`config.mk`:
```
export PLATFORM = sky130hd
export DESIGN_NAME = pcs_top
export DESIGN_NICKNAME = d
export VERILOG_FILES = /design/src/hdl/pcs_pkg.sv /design/src/hdl/pcs_edge_meter.sv /design/src/hdl/pcs_top.sv
export SDC_FILE = /design/constraint.sdc
export NUM_CORES = 1
export LEC_CHECK = 0
export ABC_CLOCK_PERIOD_IN_PS = 12600
export BUFFER_PORTS_ARGS = -buffer_cell sky130_fd_sc_hd__buf_2
export CAP_MARGIN = 20
export CORE_MARGIN = 1.5
export CORE_UTILIZATION = 41
export CTS_CLUSTER_DIAMETER = 200
export DETAILED_ROUTE_END_ITERATION = 16
export HOLD_SLACK_MARGIN = 0.06
export PLACE_DENSITY_LB_ADDON = 0.2
export SYNTH_ARGS = -nofsm -noshare
export SYNTH_HDL_FRONTEND = slang
export SYNTH_SLANG_ARGS = --single-unit
```
`constraint.sdc`:
```
create_clock -name clk_i -period 12.6 [get_ports clk_i]
set_clock_uncertainty 0.15 [all_clocks]
set_input_delay 1.26 -clock clk_i [delete_from_list [all_inputs] [get_ports clk_i]]
set_output_delay 1.26 -clock clk_i [all_outputs]
set_load 0.03 [all_outputs]
```
`src/hdl/pcs_pkg.sv`:
```
// Constants, types and register map of the primary clock select block.
// Assumes one 50 MHz system clock and reset config straps sampled in reset.
//
// Overview of operation
// - Host mode with bus clock driving enabled selects the reference clock as primary.
// - In that mode the reference clock feeds the halving divider and the output selectors.
// - The sync output carries the reference clock or its half, per the halving config.
// - Each bus clock output is driven only while its own output clock control bit is set.
// - The internal clock subsystem tracks the looped-back sync input.
// - Agent mode selects the external bus clock as primary.
// - Host mode with driving disabled selects the sync input as primary.
// - The primary clock is multiplied into the comms clock; system, memory and local bus clocks follow the sync input.
// - System clock equals sync frequency times one plus halving times the system multiplier.
// - Comms clock equals primary times comms multiplier over one plus comms divider.
// - Memory clock equals system clock times one plus its ratio, halved for the bus.
package pcs_pkg;

  localparam int unsigned PCS_NUM_BUS_CLK = 3;
  localparam int unsigned PCS_CNT_W = 10;
  localparam int unsigned PCS_FREQ_W = 20;

  // Measuring window: edges seen per window give frequency in 50 kHz units
  localparam int unsigned PCS_CLK_PERIOD_NS = 20;
  localparam int unsigned PCS_WINDOW_NS = 20000;
  localparam int unsigned PCS_WINDOW_CYC = PCS_WINDOW_NS / PCS_CLK_PERIOD_NS;

  localparam logic [7:0] PCS_OFS_OCC = 8'h00;
  localparam logic [7:0] PCS_OFS_STATUS = 8'h04;
  localparam logic [7:0] PCS_OFS_SYNC_CNT = 8'h08;
  localparam logic [7:0] PCS_OFS_CSB = 8'h0C;
  localparam logic [7:0] PCS_OFS_CE = 8'h10;
  localparam logic [7:0] PCS_OFS_MEM = 8'h14;
  localparam logic [7:0] PCS_OFS_MEM_BUS = 8'h18;
  localparam logic [7:0] PCS_OFS_LB = 8'h1C;

  localparam logic [PCS_NUM_BUS_CLK-1:0] PCS_OCC_RST = 3'h0;

  // Status register field positions
  localparam int unsigned PCS_ST_HOST = 0;
  localparam int unsigned PCS_ST_DRV = 1;
  localparam int unsigned PCS_ST_HALVE = 2;
  localparam int unsigned PCS_ST_LOCK = 3;
  localparam int unsigned PCS_ST_SRC = 4;

  typedef enum logic [2:0] {
    PCS_SRC_REF = 3'h1,
    PCS_SRC_BUS = 3'h2,
    PCS_SRC_SYNC = 3'h4
  } pcs_src_t;

  typedef struct packed {
    logic host_mode_select;
    logic bus_clock_drive_enable;
    logic ref_halving_config;
    logic [3:0] system_pll_multiplier;
    logic [4:0] comms_pll_multiplier;
    logic comms_pll_divider;
    logic memctl_one_clock_ratio;
    logic local_bus_clock_ratio;
  } pcs_cfg_t;

  typedef struct packed {
    logic [PCS_FREQ_W-1:0] csb;
    logic [PCS_FREQ_W-1:0] ce;
    logic [PCS_FREQ_W-1:0] mem;
    logic [PCS_FREQ_W-1:0] mem_bus;
    logic [PCS_FREQ_W-1:0] lb;
  } pcs_freq_t;

endpackage

```
`src/hdl/pcs_edge_meter.sv`:
```
// Counts rising edges of a sampled clock level over a fixed window.
// Assumes the level is already synchronous to clk_i.
`timescale 1ns/10ps
module pcs_edge_meter (
  input wire logic clk_i,
  input wire logic nrst_i,
  input wire logic level_i,
  output logic [pcs_pkg::PCS_CNT_W-1:0] count_o
);

  localparam logic [pcs_pkg::PCS_CNT_W-1:0] LAST_CYC =
    pcs_pkg::PCS_CNT_W'(pcs_pkg::PCS_WINDOW_CYC - 1);

  logic level_q;
  logic [pcs_pkg::PCS_CNT_W-1:0] timer;
  logic [pcs_pkg::PCS_CNT_W-1:0] edges;
  logic rise;

  assign rise = level_i & ~level_q;

  always_ff @(posedge clk_i)
  begin
    if (!nrst_i)
      level_q <= 1'b0;
    else
      level_q <= level_i;
  end

  always_ff @(posedge clk_i)
  begin
    if (!nrst_i)
    begin
      timer <= '0;
      edges <= '0;
      count_o <= '0;
    end
    else if (timer == LAST_CYC)
    begin
      // Edge on the closing cycle opens the next window
      timer <= '0;
      edges <= pcs_pkg::PCS_CNT_W'(rise);
      count_o <= edges;
    end
    else
    begin
      timer <= timer + 1'b1;
      edges <= edges + pcs_pkg::PCS_CNT_W'(rise);
    end
  end

endmodule // pcs_edge_meter

```
`src/hdl/pcs_top.sv`:
```
// Primary clock select: source choice, sync and bus clock outputs,
// derived clock frequency figures, and an APB register slave.
// Assumes clock pins are sampled levels synchronous to clk_i and
// that the board loops the sync output back to the sync input.
//
// Local design decisions: the APB slave port and the register addresses.
`timescale 1ns/10ps
module pcs_top (
  input wire logic clk_i,
  input wire logic nrst_i,
  input wire pcs_pkg::pcs_cfg_t reset_config_i,
  input wire logic reference_clock_input_i,
  input wire logic bus_clock_i,
  input wire logic sync_in_i,
  output logic sync_out_o,
  output logic [pcs_pkg::PCS_NUM_BUS_CLK-1:0] bus_clock_out_o,
  output logic [pcs_pkg::PCS_NUM_BUS_CLK-1:0] bus_clock_output_enable_o,
  output logic primary_clock_o,
  output pcs_pkg::pcs_freq_t freq_o,
  input wire logic psel_i,
  input wire logic penable_i,
  input wire logic pwrite_i,
  input wire logic [7:0] paddr_i,
  input wire logic [31:0] pwdata_i,
  output logic [31:0] prdata_o,
  output logic pready_o,
  output logic pslverr_o
);

  localparam int unsigned FW = pcs_pkg::PCS_FREQ_W;

  pcs_pkg::pcs_cfg_t cfg;
  pcs_pkg::pcs_src_t src;
  pcs_pkg::pcs_src_t next_src;
  logic [pcs_pkg::PCS_NUM_BUS_CLK-1:0] output_clock_control;
  logic ref_q;
  logic ref_half;
  logic next_sync_out;
  logic next_primary;
  logic sync_locked;
  logic [pcs_pkg::PCS_CNT_W-1:0] sync_count;
  logic [pcs_pkg::PCS_CNT_W-1:0] prim_count;
  logic [FW-1:0] next_csb;
  logic [FW-1:0] next_ce;
  logic apb_access;
  logic apb_hit;
  logic [31:0] next_rdata;

  // Straps are sampled on every reset cycle and frozen from release on
  always_ff @(posedge clk_i)
  begin
    if (!nrst_i)
      cfg <= reset_config_i;
  end

  always_comb
  begin
    if (!reset_config_i.host_mode_select)
      next_src = pcs_pkg::PCS_SRC_BUS;
    else if (reset_config_i.bus_clock_drive_enable)
      next_src = pcs_pkg::PCS_SRC_REF;
    else
      next_src = pcs_pkg::PCS_SRC_SYNC;
  end

  always_ff @(posedge clk_i)
  begin
    if (!nrst_i)
      src <= next_src;
  end

  always_comb
  begin
    case (src)
      pcs_pkg::PCS_SRC_REF: next_primary = reference_clock_input_i;
      pcs_pkg::PCS_SRC_BUS: next_primary = bus_clock_i;
      pcs_pkg::PCS_SRC_SYNC: next_primary = sync_in_i;
      default: next_primary = 1'b0;
    endcase
  end

  always_ff @(posedge clk_i)
  begin
    if (!nrst_i)
      primary_clock_o <= 1'b0;
    else
      primary_clock_o <= next_primary;
  end

  // Halving divider toggles on each reference rising edge
  always_ff @(posedge clk_i)
  begin
    if (!nrst_i)
    begin
      ref_q <= 1'b0;
      ref_half <= 1'b0;
    end
    else
    begin
      ref_q <= reference_clock_input_i;
      if (reference_clock_input_i && !ref_q)
        ref_half <= ~ref_half;
    end
  end

  // Output selectors only run in the driving host setup; otherwise the
  // bus clock pins are released, the sync output is driven low, and the board owns clock distribution
  assign next_sync_out = cfg.ref_halving_config ? ref_half : ref_q;

  always_ff @(posedge clk_i)
  begin
    if (!nrst_i)
      sync_out_o <= 1'b0;
    else if (src == pcs_pkg::PCS_SRC_REF)
      sync_out_o <= next_sync_out;
    else
      sync_out_o <= 1'b0;
  end

  always_ff @(posedge clk_i)
  begin
    if (!nrst_i)
      bus_clock_out_o <= '0;
    else if (src == pcs_pkg::PCS_SRC_REF)
      bus_clock_out_o <= {pcs_pkg::PCS_NUM_BUS_CLK{ref_half}}
        & output_clock_control;
    else
      bus_clock_out_o <= '0;
  end

  always_ff @(posedge clk_i)
  begin
    if (!nrst_i)
      bus_clock_output_enable_o <= '0;
    else if (src == pcs_pkg::PCS_SRC_REF)
      bus_clock_output_enable_o <= output_clock_control;
    else
      bus_clock_output_enable_o <= '0;
  end

  pcs_edge_meter u_sync_meter (
    .clk_i(clk_i),
    .nrst_i(nrst_i),
    .level_i(sync_in_i),
    .count_o(sync_count)
  );

  pcs_edge_meter u_prim_meter (
    .clk_i(clk_i),
    .nrst_i(nrst_i),
    .level_i(primary_clock_o),
    .count_o(prim_count)
  );

  // Lock only means edges arrive; phase is not checked
  always_ff @(posedge clk_i)
  begin
    if (!nrst_i)
      sync_locked <= 1'b0;
    else
      sync_locked <= (sync_count != '0);
  end

  // System clock is locked to the sync input, comms clock to primary
  assign next_csb = FW'(sync_count)
    * FW'({1'b0, cfg.ref_halving_config} + 2'h1)
    * FW'(cfg.system_pll_multiplier);
  assign next_ce = (FW'(prim_count) * FW'(cfg.comms_pll_multiplier))
    >> cfg.comms_pll_divider;

  // Memory and local bus figures trail the system figure by one cycle, memory bus by two
  always_ff @(posedge clk_i)
  begin
    if (!nrst_i)
      freq_o <= '0;
    else
    begin
      freq_o.csb <= next_csb;
      freq_o.ce <= next_ce;
      freq_o.mem <= freq_o.csb << cfg.memctl_one_clock_ratio;
      freq_o.mem_bus <= freq_o.mem >> 1;
      freq_o.lb <= freq_o.csb << cfg.local_bus_clock_ratio;
    end
  end

  // APB slave: zero wait states, error on unmapped addresses
  assign apb_access = psel_i && penable_i;
  assign pready_o = 1'b1;

  always_comb
  begin
    apb_hit = 1'b1;
    next_rdata = 32'h0000_0000;
    case (paddr_i)
      pcs_pkg::PCS_OFS_OCC:
        next_rdata = 32'(output_clock_control);
      pcs_pkg::PCS_OFS_STATUS:
      begin
        next_rdata[pcs_pkg::PCS_ST_HOST] = cfg.host_mode_select;
        next_rdata[pcs_pkg::PCS_ST_DRV] = cfg.bus_clock_drive_enable;
        next_rdata[pcs_pkg::PCS_ST_HALVE] = cfg.ref_halving_config;
        next_rdata[pcs_pkg::PCS_ST_LOCK] = sync_locked;
        next_rdata[pcs_pkg::PCS_ST_SRC +: 3] = src;
      end
      pcs_pkg::PCS_OFS_SYNC_CNT: next_rdata = 32'(sync_count);
      pcs_pkg::PCS_OFS_CSB: next_rdata = 32'(freq_o.csb);
      pcs_pkg::PCS_OFS_CE: next_rdata = 32'(freq_o.ce);
      pcs_pkg::PCS_OFS_MEM: next_rdata = 32'(freq_o.mem);
      pcs_pkg::PCS_OFS_MEM_BUS: next_rdata = 32'(freq_o.mem_bus);
      pcs_pkg::PCS_OFS_LB: next_rdata = 32'(freq_o.lb);
      default: apb_hit = 1'b0;
    endcase
  end

  assign pslverr_o = apb_access && !apb_hit;

  always_ff @(posedge clk_i)
  begin
    if (!nrst_i)
      output_clock_control <= pcs_pkg::PCS_OCC_RST;
    else if (apb_access && pwrite_i && paddr_i == pcs_pkg::PCS_OFS_OCC)
      output_clock_control <= pwdata_i[pcs_pkg::PCS_NUM_BUS_CLK-1:0];
  end

  // Read data is captured in the setup cycle so it is a flop at access
  always_ff @(posedge clk_i)
  begin
    if (!nrst_i)
      prdata_o <= 32'h0000_0000;
    else if (psel_i && !penable_i && !pwrite_i)
      prdata_o <= next_rdata;
  end
endmodule // pcs_top

```
==> reports/results.tsv <==
metric	value	unit
status	finished clean	
synth_top_area_share	31.9	%
clk_latency	440	ps
ys_top_cells_by_area	dfxtp_1, fa_1, mux2i_1	
grt_use_total	20.8	%
io_buffers	140	
num_rows	59	
yosysTopAreaCell	dfxtp_1	
slowest_delay	960	ps
syn_area	0.0109	sq mm
timing.rr.end	freq_o[94]	
wl	28200	microns
worstHoldStart	u_prim_meter.timer[0]	
postCtsSetupRepairBufs	0	
drc	0	
synth_common_cells	dfxtp_1, nor2_1, nand2_1, inv_1, mux2i_1	
synth_warnings	0	
slew-limit-headroom	29.2	%
tightestPinTransition	1060	ps
tns	0	ps
drive_gt1_share	15.0	%
ys_types	71	
synthArstFlopShare	0	%
max_freq	197	MHz
h-tree-depth	4	
crit_type	reg -> reg	
yosysSeqAreaShare	36.9	%
crit_chain	mux2_2 -> ha_1 -> and2_1 -> fa_1 -> inv_1 -> fa_1 -> inv_1 -> ha_1 -> a21oi_1 -> o211ai_1 -> o41ai_1 -> o21ai_0 -> mux2i_1	
cts_root_buf	clkbuf_16	
overflow	0	
vias	8573	
finalCritPeriodShare	40.3	%
post-place-ws	7520	ps
setup-violations-final	0	
ys_dominant_reg_cell	dfxtp_1	
setup_slack	7520	ps
initial_core_util	41.9	%
worstRegToRegCells	13	
die_width	166	microns
crit_required	12770	ps
regToRegStartpoint	cfg[12]	
powerDensity	105	mW/mm^2
fill_cells	2535	
yosysMostFrequentCell	dfxtp_1	
antenna_found_initial	0	
synth-seq-cells	192	
routabilityCongestion	0.859	
rsz0062_at_grt	no	
crit_start	cfg[12]	
cp-end-kind	flop	
maxSlewViolCount	0	
post-dp-hpwl	21000	microns
cts_sinks	192	
ff2ff_setup_slack	7520	ps
tritoncts	yes	
io_pins	205	
path_clk_slew	80	ps
critPathMaxFanout	23	
cts_hold_buf	0	
drtPass1Iterations	5	
dieArea	0.0276	sq mm
hold-worst-slack	301	ps
cts_resized	0	
hold_path_end	u_prim_meter.timer[0]	
maxCapViolations	0	
cp-start-kind	flop	
cts_max_path_buffers	2	
drt-initial-drc-count	498	
cts_made_buffers	17	
core	0.0261	sq mm
worstPathArrival	5250	ps
slowest_stage	edfxtp_1	
grt_pass1_wl	45900	microns
synth_cells	1191	
min_path_type	reg -> reg	
period_needed	5080	ps
post_drt_via_cell_ratio	5.20	
area_delta_synth_final	13.4	%
synth_edf_count	18	
p_total	0.00129	W
hold_violations	0	
ant_nets	0	
grt_pass1_vias	8240	
grt_max_degree	58	
ir_drop	0.0759	mV
syn_area_per_cell	9.16	sq um
leakagePower	5.67	nW
wl_per_cell	17.1	microns
fp.dieH	166	microns
hold_depth	1	
fin_nets	1457	
-- cells by family (layout without fill, tap and decap cells) --
logic type	Yosys count	after routing	share of synthesized area (%)
adders and majority gates	94	94	13.8
muxes	80	80	7.54
and+or+nand+nor	454	454	20.8
AOI/OAI and AO/OA	154	154	10.0
xor gates and xnor gates	46	46	3.69
buffers and inverters	169	257	7.14
DFF	192	192	36.9
other	2	37	0.0689
-- registers in the layout (all words and copies together) (netlist names) --
name / count
u_sync_meter.edges: 10
ref_half: 1
src: 3
sync_out_o: 1
u_prim_meter.level_q: 1
cfg: 15
prdata_o: 17
primary_clock_o: 1
u_sync_meter.count_o: 10
output_clock_control: 3
u_prim_meter.timer: 10
u_prim_meter.count_o: 10
ref_q: 1
u_sync_meter.level_q: 1
sync_locked: 1
bus_clock_output_enable_o: 3
u_prim_meter.edges: 10
freq_o: 81
bus_clock_out_o: 3
u_sync_meter.timer: 10
-- placed cells by master (no fill, tap or decap), drive strengths merged, types with 17 or more instances in the layout --
| master | n |
|---|---|
| a21oi | 28 |
| and2 | 71 |
| and3 | 26 |
| buf | 147 |
| clkbuf | 18 |
| conb | 36 |
| dfxtp | 174 |
| edfxtp | 18 |
| fa | 44 |
| ha | 50 |
| inv | 85 |
| mux2i | 75 |
| nand2 | 97 |
| nand3 | 40 |
| nor2 | 138 |
| nor3 | 17 |
| o21ai | 30 |
| xnor2 | 19 |
| xor2 | 27 |
-- power by group --
group,internal (W),switching [W]
sequential,0.000628,0.0000222
combinational,0.0000278,0.0000633
clock,0.000279,0.000273
-- cell type report --
type	instances	area, sq um	area share [%]
antenna	1	2.50	0.0202
clock buffer	18	450	3.64
clock inverter	14	155	1.25
inverter	78	294	2.38
multi-input combinational	864	6240	50.5
sequential	192	4020	32.5
tap	335	419	3.39
timing repair buffer	147	781	6.32
-- metrics by stage --
stage	instance area [sq um]	util, %	cells
6_report	12400	47.4	1649
5_1_grt	12400	47.4	1648
4_1_cts	12300	47.3	1646
3_5_place_dp	11700	45.0	1614
3_3_place_gp	11700	44.9	1613
2_1_floorplan	11000	-	1225
-- routing by layer --
layer | vias up | GRT usage (%) | wire length [microns]
met5 | - | 0 | 0
met3 | 37 | 3.34 | 1600
met2 | 252 | 33.2 | 12700
met4 | 0 | 6.82 | 649
li1 | 4214 | - | -
met1 | 4070 | 28.7 | 13200
-- worst max-delay path by stage --
stage	depth (start not counted)	slack, ps	endpoint
after floorplan	15	7890	freq_o[94]
after global placement	13	7480	freq_o[94]
after detailed placement	13	7520	freq_o[94]
after CTS	13	7480	freq_o[94]
after global routing	13	7040	freq_o[94]
final	13	7520	freq_o[94]
-- worst max-delay path: cells and delay by family, from the launching register on --
kind / cells / cell delay, ps
AO/OA/AOI/OAI: 4 / 1260
adder cells (fa/ha/maj): 4 / 1700
buffers and inverters: 2 / 90
flip-flops: 1 / 960
multiplexers: 2 / 590
AND/OR/NAND/NOR: 1 / 190
No activity file was read; power rests on OpenSTA's default activity.
